--- src/urgent_irq_pkg.sv ---
// Constants, register map and source tables for the urgent interrupt logic
package urgent_irq_pkg;

    // Register byte offsets on the Wishbone slave
    localparam logic [7:0] OFF_PSW        = 8'h00;
    localparam logic [7:0] OFF_USAVED_PC  = 8'h04;
    localparam logic [7:0] OFF_USAVED_ST  = 8'h08;
    localparam logic [7:0] OFF_CAUSE      = 8'h0c;
    localparam logic [7:0] OFF_MSAVED_PC  = 8'h10;
    localparam logic [7:0] OFF_MSAVED_ST  = 8'h14;
    localparam logic [7:0] OFF_CONFIG     = 8'h18;
    localparam logic [7:0] OFF_STATUS     = 8'h1c;
    localparam logic [7:0] OFF_TRAP_PC    = 8'h20;

    // Status word fields
    localparam int unsigned PSW_NP = 7;
    localparam int unsigned PSW_EP = 6;
    localparam int unsigned PSW_ID = 5;
    localparam logic [31:0] PSW_RESET    = 32'h0000_0020;
    localparam logic [31:0] PSW_WR_MASK  = 32'h0000_00ff;

    // Configuration fields: pin edge, watchdog mode bit pairs
    localparam int unsigned CFG_EDGE_LO  = 0;
    localparam int unsigned CFG_W1_LO    = 2;
    localparam int unsigned CFG_W2_LO    = 4;
    localparam int unsigned CFG_W        = 6;
    localparam logic [5:0]  CFG_RESET    = 6'h00;
    localparam logic [1:0]  WDOG1_URGENT_MODE = 2'b10;
    localparam logic [1:0]  WDOG2_URGENT_MODE = 2'b01;

    // Cause codes and handler addresses
    localparam logic [15:0] PIN_CODE   = 16'h0010;
    localparam logic [15:0] WDOG1_CODE = 16'h0020;
    localparam logic [15:0] WDOG2_CODE = 16'h0030;
    localparam logic [15:0] TRAP_CODE  = 16'h0060;
    localparam logic [31:0] PIN_HANDLER   = 32'h0000_0010;
    localparam logic [31:0] WDOG1_HANDLER = 32'h0000_0020;
    localparam logic [31:0] WDOG2_HANDLER = 32'h0000_0030;
    localparam logic [31:0] TRAP_HANDLER  = 32'h0000_0060;
    localparam logic [31:0] ILLEGAL_PC_STEP = 32'h0000_0004;

    // Maskable sources, listed in default priority order
    localparam int unsigned MASK_N  = 12;
    localparam int unsigned LEVEL_W = 3;
    localparam logic [15:0] MASK_CODE [MASK_N] = '{
        16'h01e0, 16'h01f0, 16'h0210, 16'h0220, 16'h0230, 16'h0240,
        16'h0250, 16'h0260, 16'h0390, 16'h03a0, 16'h03b0, 16'h03c0};
    localparam logic [5:0]  MASK_DPRIO [MASK_N] = '{
        6'h16, 6'h17, 6'h19, 6'h1a, 6'h1b, 6'h1c,
        6'h1d, 6'h1e, 6'h2d, 6'h2e, 6'h2f, 6'h30};

    // Pin edge selection
    typedef enum logic [1:0] {
        EDGE_OFF, EDGE_RISE, EDGE_FALL, EDGE_BOTH
    } edge_sel_t;

    // What urgent service is running
    typedef enum logic [1:0] {
        SVC_NONE, SVC_PIN, SVC_WDOG
    } svc_t;

endpackage

--- src/urgent_pin_edge.sv ---
// Synchroniser and selectable edge detector for the urgent pin
`timescale 1ns/1ps
`default_nettype none
module urgent_pin_edge
    import urgent_irq_pkg::*;
(
    // Clock and reset
    input  wire logic      clk_i,
    input  wire logic      rst_n_i,
    // Pin and edge selection
    input  wire logic      pin_i,
    input  wire edge_sel_t edge_sel_i,
    // One-cycle request
    output logic           pulse_o
);

    logic sync1_q, sync2_q, prev_q, pulse_q;
    logic pulse_d;

    // Edge decode on the second stage only, never the first
    always_comb begin
        case (edge_sel_i)
            EDGE_RISE: pulse_d = sync2_q & ~prev_q;
            EDGE_FALL: pulse_d = ~sync2_q & prev_q;
            EDGE_BOTH: pulse_d = sync2_q ^ prev_q;
            default:   pulse_d = 1'b0;
        endcase
    end

    // Two-stage synchroniser plus history flop
    always_ff @(posedge clk_i or negedge rst_n_i) begin
        if (!rst_n_i) begin
            sync1_q <= 1'b0;
            sync2_q <= 1'b0;
            prev_q  <= 1'b0;
            pulse_q <= 1'b0;
        end else begin
            sync1_q <= pin_i;
            sync2_q <= sync1_q;
            prev_q  <= sync2_q;
            pulse_q <= pulse_d;
        end
    end

    assign pulse_o = pulse_q;

endmodule
`default_nettype wire

--- src/urgent_irq_ctrl.sv ---
// Urgent interrupt entry, return and maskable vectoring for the core
// How it works
// Urgent requests ignore masking and beat all
// Simultaneous urgent: wdog2, wdog1, pin; drop rest
// Pin edge: rising, falling, both or off
// Wdog1 overflow urgent only when mode 10
// Wdog2 overflow urgent only when mode 01
// Pin request during pin service waits return
// Wdog1 during pin waits if flag set
// Wdog2 preempts pin service at once
// Entry saves restored PC then status
// Cause code into upper half, lower kept
// Entry sets in-service, block; clears trap
// PC loads fixed handler of chosen source
// Return with flags 0,1 restores urgent state
// Maskable handler equals its code zero-extended
// Same-level maskable ties go by default priority
// Restored PC: next, or restart aborted instruction
// Illegal opcode saved PC minus four is offender
// In-service flag blocks equal urgent requests
// Maskable waits until in-service and block clear
// Pin synchronised, one pulse per valid edge
// Pending latches clear on accept and reset
//
// Design decisions made here: the register addresses and the Wishbone interface to the registers.
`timescale 1ns/1ps
`default_nettype none
module urgent_irq_ctrl
    import urgent_irq_pkg::*;
(
    // Clock and reset
    input  wire logic                      clk_i,
    input  wire logic                      reset_n_i,
    // Wishbone classic slave
    input  wire logic                      wb_cyc_i,
    input  wire logic                      wb_stb_i,
    input  wire logic                      wb_we_i,
    input  wire logic [7:0]                wb_adr_i,
    input  wire logic [3:0]                wb_sel_i,
    input  wire logic [31:0]               wb_dat_i,
    output logic      [31:0]               wb_dat_o,
    output logic                           wb_ack_o,
    // Request sources
    input  wire logic                      urgent_pin_i,
    input  wire logic                      wdog1_ovf_i,
    input  wire logic                      wdog2_ovf_i,
    input  wire logic [MASK_N-1:0]         mask_req_i,
    input  wire logic [MASK_N*LEVEL_W-1:0] mask_level_i,
    // Core pipeline
    input  wire logic                      boundary_i,
    input  wire logic                      restart_insn_i,
    input  wire logic [31:0]               current_pc_i,
    input  wire logic [31:0]               following_pc_i,
    input  wire logic                      illegal_op_i,
    input  wire logic                      return_i,
    output logic                           redirect_o,
    output logic      [31:0]               redirect_pc_o,
    output logic      [31:0]               psw_o
);

    // Reset release through two flops
    logic rst_sync1_q, rst_n;
    always_ff @(posedge clk_i or negedge reset_n_i) begin
        if (!reset_n_i) begin
            rst_sync1_q <= 1'b0;
            rst_n       <= 1'b0;
        end else begin
            rst_sync1_q <= 1'b1;
            rst_n       <= rst_sync1_q;
        end
    end

    // Byte-lane merge for bus writes
    function automatic logic [31:0] merge(input logic [31:0] old_v,
                                          input logic [31:0] new_v,
                                          input logic [3:0]  sel);
        logic [31:0] r;
        r = old_v;
        for (int b = 0; b < 4; b++) begin
            if (sel[b]) begin
                r[b*8 +: 8] = new_v[b*8 +: 8];
            end
        end
        return r;
    endfunction

    // State
    logic [31:0]       psw_q, psw_d, usaved_pc_q, usaved_pc_d;
    logic [31:0]       usaved_st_q, usaved_st_d, cause_q, cause_d;
    logic [31:0]       msaved_pc_q, msaved_pc_d, msaved_st_q, msaved_st_d;
    logic [31:0]       trap_pc_q, trap_pc_d, rd_pc_q, rd_pc_d;
    logic [CFG_W-1:0]  cfg_q, cfg_d;
    logic              pend_pin_q, pend_pin_d, pend_w1_q, pend_w1_d;
    logic              pend_w2_q, pend_w2_d, redir_q, redir_d;
    logic [MASK_N-1:0] mpend_q, mpend_d;
    svc_t              svc_q, svc_d;
    logic              ack_q, ack_d;
    logic [31:0]       dat_q, dat_d;

    // Pin detector
    logic pin_pulse;
    urgent_pin_edge u_pin_edge (
        .clk_i      (clk_i),
        .rst_n_i    (rst_n),
        .pin_i      (urgent_pin_i),
        .edge_sel_i (edge_sel_t'(cfg_q[CFG_EDGE_LO +: 2])),
        .pulse_o    (pin_pulse)
    );

    // Source qualification and same-cycle discard
    logic w1_evt, w2_evt, set_pin, set_w1, set_w2;
    assign w1_evt  = wdog1_ovf_i &
                     (cfg_q[CFG_W1_LO +: 2] == WDOG1_URGENT_MODE);
    assign w2_evt  = wdog2_ovf_i &
                     (cfg_q[CFG_W2_LO +: 2] == WDOG2_URGENT_MODE);
    assign set_w2  = w2_evt;
    assign set_w1  = w1_evt & ~w2_evt;
    assign set_pin = pin_pulse & ~w1_evt & ~w2_evt;

    // Maskable pick: lowest level, ties by default priority number
    logic [3:0] mpick;
    logic       many;
    always_comb begin
        logic [LEVEL_W-1:0] best;
        best  = '1;
        mpick = 4'h0;
        many  = 1'b0;
        for (int i = 0; i < MASK_N; i++) begin
            if (mpend_q[i]) begin
                if (!many ||
                    mask_level_i[i*LEVEL_W +: LEVEL_W] < best ||
                    (mask_level_i[i*LEVEL_W +: LEVEL_W] == best &&
                     MASK_DPRIO[i] < MASK_DPRIO[mpick])) begin
                    best  = mask_level_i[i*LEVEL_W +: LEVEL_W];
                    mpick = 4'(i);
                end
                many = 1'b1;
            end
        end
    end

    // Acceptance decisions
    logic np, id, ep, take_w2, take_w1, take_pin, take_urg;
    logic take_trap, take_mask, bus_wr;
    logic [31:0] restored_pc;
    assign np = psw_q[PSW_NP];
    assign id = psw_q[PSW_ID];
    assign ep = psw_q[PSW_EP];
    // Interrupt block flag is not consulted for urgent sources
    assign take_w2  = boundary_i & ~return_i & pend_w2_q &
                      (~np | (svc_q == SVC_PIN));
    assign take_w1  = boundary_i & ~return_i & ~take_w2 &
                      pend_w1_q & ~np;
    assign take_pin = boundary_i & ~return_i & ~take_w2 & ~take_w1 &
                      pend_pin_q & ~np & (svc_q != SVC_PIN);
    assign take_urg = take_w2 | take_w1 | take_pin;
    assign take_trap = illegal_op_i & ~return_i & ~take_urg;
    assign take_mask = boundary_i & ~return_i & ~take_urg & ~take_trap &
                       many & ~np & ~id;
    assign restored_pc = restart_insn_i ? current_pc_i
                                        : following_pc_i;
    assign bus_wr = wb_cyc_i & wb_stb_i & wb_we_i & ack_q;

    // Next state of the entry and return sequencer
    always_comb begin
        psw_d       = psw_q;
        usaved_pc_d = usaved_pc_q;
        usaved_st_d = usaved_st_q;
        cause_d     = cause_q;
        msaved_pc_d = msaved_pc_q;
        msaved_st_d = msaved_st_q;
        trap_pc_d   = trap_pc_q;
        cfg_d       = cfg_q;
        svc_d       = svc_q;
        redir_d     = 1'b0;
        rd_pc_d     = rd_pc_q;
        // Set beats clear so a request in the accept cycle survives
        pend_w2_d   = set_w2  | (pend_w2_q  & ~take_w2);
        pend_w1_d   = set_w1  | (pend_w1_q  & ~take_w1);
        pend_pin_d  = set_pin | (pend_pin_q & ~take_pin);
        mpend_d     = mask_req_i | mpend_q;
        if (take_mask) begin
            mpend_d[mpick] = mask_req_i[mpick];
        end
        // Software writes first; hardware events below override
        if (bus_wr) begin
            case (wb_adr_i)
                OFF_PSW:       psw_d = merge(psw_q, wb_dat_i, wb_sel_i) &
                                       PSW_WR_MASK;
                OFF_USAVED_PC: usaved_pc_d = merge(usaved_pc_q, wb_dat_i,
                                                   wb_sel_i);
                OFF_USAVED_ST: usaved_st_d = merge(usaved_st_q, wb_dat_i,
                                                   wb_sel_i);
                OFF_CAUSE:     cause_d = merge(cause_q, wb_dat_i, wb_sel_i);
                OFF_MSAVED_PC: msaved_pc_d = merge(msaved_pc_q, wb_dat_i,
                                                   wb_sel_i);
                OFF_MSAVED_ST: msaved_st_d = merge(msaved_st_q, wb_dat_i,
                                                   wb_sel_i);
                OFF_CONFIG:    if (wb_sel_i[0]) begin
                    cfg_d = wb_dat_i[CFG_W-1:0];
                end
                default: ;
            endcase
        end
        if (take_urg) begin
            usaved_pc_d = restored_pc;
            usaved_st_d = psw_q;
            psw_d[PSW_NP] = 1'b1;
            psw_d[PSW_ID] = 1'b1;
            psw_d[PSW_EP] = 1'b0;
            redir_d = 1'b1;
            svc_d   = take_pin ? SVC_PIN : SVC_WDOG;
            if (take_w2) begin
                cause_d[31:16] = WDOG2_CODE;
                rd_pc_d        = WDOG2_HANDLER;
            end else if (take_w1) begin
                cause_d[31:16] = WDOG1_CODE;
                rd_pc_d        = WDOG1_HANDLER;
            end else begin
                cause_d[31:16] = PIN_CODE;
                rd_pc_d        = PIN_HANDLER;
            end
        end else if (take_trap) begin
            // Offending address is recovered as saved value minus four
            trap_pc_d      = current_pc_i + ILLEGAL_PC_STEP;
            cause_d[15:0]  = TRAP_CODE;
            psw_d[PSW_EP]  = 1'b1;
            psw_d[PSW_ID]  = 1'b1;
            redir_d        = 1'b1;
            rd_pc_d        = TRAP_HANDLER;
        end else if (take_mask) begin
            msaved_pc_d    = restored_pc;
            msaved_st_d    = psw_q;
            cause_d[15:0]  = MASK_CODE[mpick];
            psw_d[PSW_ID]  = 1'b1;
            psw_d[PSW_EP]  = 1'b0;
            redir_d        = 1'b1;
            rd_pc_d        = {16'h0000, MASK_CODE[mpick]};
        end else if (return_i) begin
            redir_d = 1'b1;
            if (ep) begin
                rd_pc_d       = trap_pc_q;
                psw_d[PSW_EP] = 1'b0;
            end else if (np) begin
                rd_pc_d = usaved_pc_q;
                psw_d   = usaved_st_q;
                svc_d   = SVC_NONE;
            end else begin
                rd_pc_d = msaved_pc_q;
                psw_d   = msaved_st_q;
            end
        end
    end

    // Sequencer registers
    always_ff @(posedge clk_i or negedge rst_n) begin
        if (!rst_n) begin
            psw_q       <= PSW_RESET;
            usaved_pc_q <= '0;
            usaved_st_q <= '0;
            cause_q     <= '0;
            msaved_pc_q <= '0;
            msaved_st_q <= '0;
            trap_pc_q   <= '0;
            cfg_q       <= CFG_RESET;
            svc_q       <= SVC_NONE;
            pend_pin_q  <= 1'b0;
            pend_w1_q   <= 1'b0;
            pend_w2_q   <= 1'b0;
            mpend_q     <= '0;
            redir_q     <= 1'b0;
            rd_pc_q     <= '0;
        end else begin
            psw_q       <= psw_d;
            usaved_pc_q <= usaved_pc_d;
            usaved_st_q <= usaved_st_d;
            cause_q     <= cause_d;
            msaved_pc_q <= msaved_pc_d;
            msaved_st_q <= msaved_st_d;
            trap_pc_q   <= trap_pc_d;
            cfg_q       <= cfg_d;
            svc_q       <= svc_d;
            pend_pin_q  <= pend_pin_d;
            pend_w1_q   <= pend_w1_d;
            pend_w2_q   <= pend_w2_d;
            mpend_q     <= mpend_d;
            redir_q     <= redir_d;
            rd_pc_q     <= rd_pc_d;
        end
    end

    // Bus answer: ack one cycle after request, read data held with it
    always_comb begin
        ack_d = wb_cyc_i & wb_stb_i & ~ack_q;
        dat_d = dat_q;
        if (ack_d) begin
            case (wb_adr_i)
                OFF_PSW:       dat_d = psw_q;
                OFF_USAVED_PC: dat_d = usaved_pc_q;
                OFF_USAVED_ST: dat_d = usaved_st_q;
                OFF_CAUSE:     dat_d = cause_q;
                OFF_MSAVED_PC: dat_d = msaved_pc_q;
                OFF_MSAVED_ST: dat_d = msaved_st_q;
                OFF_CONFIG:    dat_d = {26'h0, cfg_q};
                OFF_STATUS:    dat_d = {15'h0, mpend_q, svc_q,
                                        pend_w2_q, pend_w1_q, pend_pin_q};
                OFF_TRAP_PC:   dat_d = trap_pc_q;
                default:       dat_d = 32'h0000_0000;
            endcase
        end
    end

    always_ff @(posedge clk_i or negedge rst_n) begin
        if (!rst_n) begin
            ack_q <= 1'b0;
            dat_q <= '0;
        end else begin
            ack_q <= ack_d;
            dat_q <= dat_d;
        end
    end

    assign wb_ack_o      = ack_q;
    assign wb_dat_o      = dat_q;
    assign redirect_o    = redir_q;
    assign redirect_pc_o = rd_pc_q;
    assign psw_o         = psw_q;

    // Checks on the sequencer
    AST_W2_PREEMPTS: assert property (@(posedge clk_i) disable iff (!rst_n)
        svc_q == SVC_PIN && pend_w2_q && boundary_i && !return_i
        |=> redirect_o && redirect_pc_o == WDOG2_HANDLER)
        else $error("wdog2 did not preempt pin service");
    AST_PIN_HELD: assert property (@(posedge clk_i) disable iff (!rst_n)
        svc_q == SVC_PIN && !return_i
        |=> !(redirect_o && redirect_pc_o == PIN_HANDLER))
        else $error("pin request nested into pin service");
    AST_W1_HELD: assert property (@(posedge clk_i) disable iff (!rst_n)
        np && svc_q == SVC_PIN && !pend_w2_q
        |=> !(redirect_o && redirect_pc_o == WDOG1_HANDLER))
        else $error("wdog1 taken while in-service flag set");
    AST_PRIORITY: assert property (@(posedge clk_i) disable iff (!rst_n)
        pend_w2_q && pend_w1_q && boundary_i && !np && !return_i
        |=> redirect_pc_o == WDOG2_HANDLER && pend_w1_q)
        else $error("urgent priority order broken");
    AST_ENTRY: assert property (@(posedge clk_i) disable iff (!rst_n)
        take_urg |=> psw_q[PSW_NP] && psw_q[PSW_ID] && !psw_q[PSW_EP]
        && usaved_pc_q == $past(restored_pc)
        && usaved_st_q == $past(psw_q))
        else $error("urgent entry state wrong");
    AST_CAUSE: assert property (@(posedge clk_i) disable iff (!rst_n)
        take_w1 |=> cause_q[31:16] == WDOG1_CODE
        && cause_q[15:0] == $past(cause_q[15:0]))
        else $error("cause half written wrongly");
    AST_W1_MODE: assert property (@(posedge clk_i) disable iff (!rst_n)
        !pend_w1_q && cfg_q[CFG_W1_LO +: 2] != WDOG1_URGENT_MODE
        |=> !pend_w1_q)
        else $error("wdog1 latched outside urgent mode");
    AST_RETURN: assert property (@(posedge clk_i) disable iff (!rst_n)
        return_i && !ep && np |=> redirect_o
        && redirect_pc_o == $past(usaved_pc_q)
        && psw_q == $past(usaved_st_q))
        else $error("urgent return did not restore");
    AST_MASK_HELD: assert property (@(posedge clk_i) disable iff (!rst_n)
        (np || id) && !return_i && !bus_wr
        |=> $stable(msaved_pc_q))
        else $error("maskable taken while blocked");
    AST_ILLEGAL: assert property (@(posedge clk_i) disable iff (!rst_n)
        take_trap |=> trap_pc_q - ILLEGAL_PC_STEP
        == $past(current_pc_i))
        else $error("illegal opcode saved pc wrong");
    AST_PIN_CLEAR: assert property (@(posedge clk_i) disable iff (!rst_n)
        take_pin && !set_pin |=> !pend_pin_q ##1 1'b1)
        else $error("pin pending not cleared on accept");

endmodule
`default_nettype wire

--- config.mk ---
export PLATFORM = sky130hd
export DESIGN_NAME = urgent_irq_ctrl
export DESIGN_NICKNAME = d
export VERILOG_FILES = /design/src/urgent_irq_pkg.sv /design/src/urgent_pin_edge.sv /design/src/urgent_irq_ctrl.sv
export SDC_FILE = /design/constraint.sdc
export NUM_CORES = 1
export LEC_CHECK = 0
export ABC_AREA = 0
export ABC_CLOCK_PERIOD_IN_PS = 22200
export BUFFER_PORTS_ARGS = -buffer_cell sky130_fd_sc_hd__buf_2
export CAP_MARGIN = 20
export CORE_UTILIZATION = 25
export DETAILED_ROUTE_END_ITERATION = 16
export MAX_ROUTING_LAYER = met4
export PLACE_DENSITY_LB_ADDON = 0.15
export SLEW_MARGIN = 5
export SYNTH_ARGS = -nofsm -noshare
export SYNTH_HDL_FRONTEND = slang
export SYNTH_SLANG_ARGS = --single-unit
--- constraint.sdc ---
create_clock -name clk_i -period 22.2 [get_ports clk_i]
set_input_delay 4.44 -clock clk_i [delete_from_list [all_inputs] [get_ports clk_i]]
set_output_delay 4.44 -clock clk_i [all_outputs]
set_load 0.005 [all_outputs]
==> flow_summary.yaml <==
worst_setup_path:
  slowest_delay_ns: 0.51
  end_kind: "register"
  timing.rr.start: "mpend_q[0]$_DFF_PN0_"
  crit_arrival_ns: 21.34
  crit_fanout: 14
  path_common_cell: "ha_1"
  r2r_slack_ns: 4.73
  reg2reg_to: "redirect_pc_o[5]$_DFFE_PN0P_"
  cp_slowest_cell: "a2111o_1"
  startpoint: "mask_level_i[1]"
  critPathLaunchType: "primary input"
  crit_type: "in2reg"
  rr_worst_depth: 88
  crit_required_ns: 22.63
clock_tree:
  cts.clk_slew.worst_paths_ns: 0.06
  worstSkewPairLatency_ns: 0.57
  cts_tree: "yes"
  cts_buffers: 40
  clockBufferDepth: 3
  cts-root-buf: "clkbuf_16"
  cts_sinks: 319
  holdBufCountCts: 0
  ctsHtreeMaxLevel: 2
cells_and_area:
  final_common_cell: "nand2_1"
  layout.nets: 2565
  fin_util_pct: 30.6
  final_cell_mix: "353 x nand2_1, 315 x dfrtp_1, 264 x buf_2, 168 x a21oi_1, 164 x nor2_1"
  area_growth_pct: 21.1
  multi_input_area_sq_mm: 0.0102
  regArea_sq_mm: 0.00799
  layout-drive-gt1-share_pct: 18.7
  nFillCells: 7813
  layout.cells.non_filler: 3370
detailed_routing:
  viasPerCell: 5.29
  vias: 17830
  wl_microns: 82500
  drc: 0
  wl_per_cell_microns: 24.5
  detail-route-antenna-nets: 0
  drt_first_pass_iters: 6
  drt-initial-drc-count: 1536
synthesis:
  synthArstFlopShare_pct: 100
  syn_area_per_cell_sq_um: 8.77
  synthCells: 2146
  synth_area_leader_cell: "dfrtp_1"
  yosysWarnings: 0
  synth_edf_count: 0
  ys.flop_type: "dfrtp_1"
  syn_area_sq_mm: 0.0188
  yosysSeqAreaShare_pct: 42.4
  ys_types: 80
  synth_nets: 2352
  synth.top_cell.area_share_pct: 42.3
  synth_seq_cells: 319
  synthTopCellsByArea: "dfrtp_1 42%, mux2i_1 7.4%, nand2_1 7.0%"
sta:
  fmax_mhz: 47.8
  fin_ws_ns: 1.29
  period_minus_slack_ns: 20.91
  tightest_slew_ns: 1.06
  slew_viol_final: 0
  setup_viol: 0
  fin_skew_ns: 0.0253
  final_hold_viol_count: 0
  rsz0062_at_grt: "yes"
  period_share_pct: 94.2
  slew_headroom_pct: 29.1
grt:
  gr-total-overflow: 0
  grt_use_total_pct: 21.9
  grt_pass1_wl_microns: 123000
  grt_max_degree: 76
  antenna_found_initial: 11
  grt_pass1_vias: 18039
power_and_ir_drop:
  power_frac_comb_pct: 34.9
  switchingPower_mw: 1.01
  ir_drop_mv: 0.0501
  p_int_mw: 1.63
  p_leak_nw: 10.4
  clockPowerShare_pct: 28.2
  powerDensity_mw_per_mm2: 116
  seq_power_share_pct: 36.8
  swShare_pct: 38.2
floorplanning:
  core_area_sq_mm: 0.0744
  io-pin-count: 266
  die_y_microns: 276
  dieArea_sq_mm: 0.0764
  start_util_pct: 25.3
  rows: 100
  dieWidth_microns: 276
place:
  pre_cts_slack_ns: 0.358
  gp_congestion: 0.878
  dp_hpwl_microns: 56200
  dpl.cell_count: 3284
  port_buffers: 265
outcome:
  status: "finished clean"
min_path:
  hold_end: "rst_n$_DFF_PN0_"
  hold_start: "rst_sync1_q$_DFF_PN0_"
  min_path_cells: 0
  hold_class: "reg2reg"
flow_run:
  max_cap_viol_count: 0
worst max-delay path: cells and delay by family:
family	cells	cell delay (ns)
fa+ha+maj	11	2.52
buf+inv	10	1.20
simple gates	25	4.19
compound gates	39	7.67
mux	4	1.28
cell usage after synthesis (16+ instances only):
cell type,n
mux2i_1,139
a222oi_1,21
inv_1,40
nand2b_1,16
nor2_1,170
a22oi_1,61
dfrtp_1,318
a21oi_1,169
ha_1,38
a22o_1,49
a211oi_1,33
mux2_2,29
nor3_1,19
a31oi_1,42
nand2_1,353
nor2b_1,44
o21ai_0,166
a211o_1,27
nand3_1,69
a221oi_1,17
clkbuf_1,123
and3_1,20
xor2_1,23
registers in the layout, indices dropped and copies added (netlist names), 2 cells and up:
name and count:
msaved_st_q 32, wb_dat_o 32, usaved_st_q 32, cause_q 32
redirect_pc_o 32, msaved_pc_q 32, psw_o 32, cfg_q 6
mpend_q 12, trap_pc_q 32, svc_q 2, usaved_pc_q 32
cell type report:
| type | count | share of cell area [%] |
|---|---|---|
| Antenna cell | 10 | 0.110 |
| Multi-Input combinational cell | 1647 | 44.9 |
| Tap cell | 969 | 5.32 |
| Timing Repair Buffer | 307 | 7.31 |
| Clock inverter | 14 | 1.24 |
| Sequential cell | 319 | 35.1 |
| Inverter | 44 | 0.725 |
| Clock buffer | 60 | 5.31 |
worst max path at each step:
stage                                         to  slack [ns]  depth (start not counted)
global route                mpend_q[9]$_DFF_PN0_       -0.12                         87
detailed placement  redirect_pc_o[5]$_DFFE_PN0P_        0.36                         90
CTS                 redirect_pc_o[5]$_DFFE_PN0P_        0.89                         90
floorplan           redirect_pc_o[5]$_DFFE_PN0P_        1.36                         85
global placement    redirect_pc_o[5]$_DFFE_PN0P_        0.59                         88
finish              redirect_pc_o[5]$_DFFE_PN0P_        1.29                         89
metrics by stage:
step,cell area (sq um),setup TNS [ns],hold WS [ns],power [mW]
after global placement,21200,0,0.334,1.87
after floorplan,18800,0,0.331,1.54
after detailed placement,21200,0,0.337,1.89
after global routing,22800,-0.834,0.363,2.82
after CTS,22700,0,0.351,2.65
final,22800,0,0.350,2.64
power groups by stage:
stage	sequential (mW)	clock [mW]	combinational (mW)
global route	0.998	0.785	1.03
finish	0.971	0.744	0.921
CTS	0.970	0.761	0.915
detailed placement	0.978	0	0.909
global placement	0.975	0	0.898
floorplan	0.904	0	0.638
repair_timing:
action / in CTS / in global routing
endpoints found under the setup margin: 0 / 24
resized for setup: 0 / 13
setup buffers: 0 / 1
cell families (layout without fill, tap and decap cells):
logic type	after synthesis	in the layout	synth area share [%]
buffers and inverters	180	425	3.72
and+or+nand+nor	746	746	17.5
DFF	319	319	42.4
other	1	11	0.0199
adders and majority gates	38	38	2.53
AOI/OAI and AO/OA	662	662	23.1
muxes	172	172	9.41
xor gates and xnor gates	28	28	1.30
per-layer routing:
layer / global-route usage [%] / wire length, microns
met4: 5.06 / 1610
met3: 3.70 / 4970
met5: - / 0
met1: 28.6 / 37100
met2: 35.3 / 38800
Note: power is estimated with default switching activity, not from simulation.
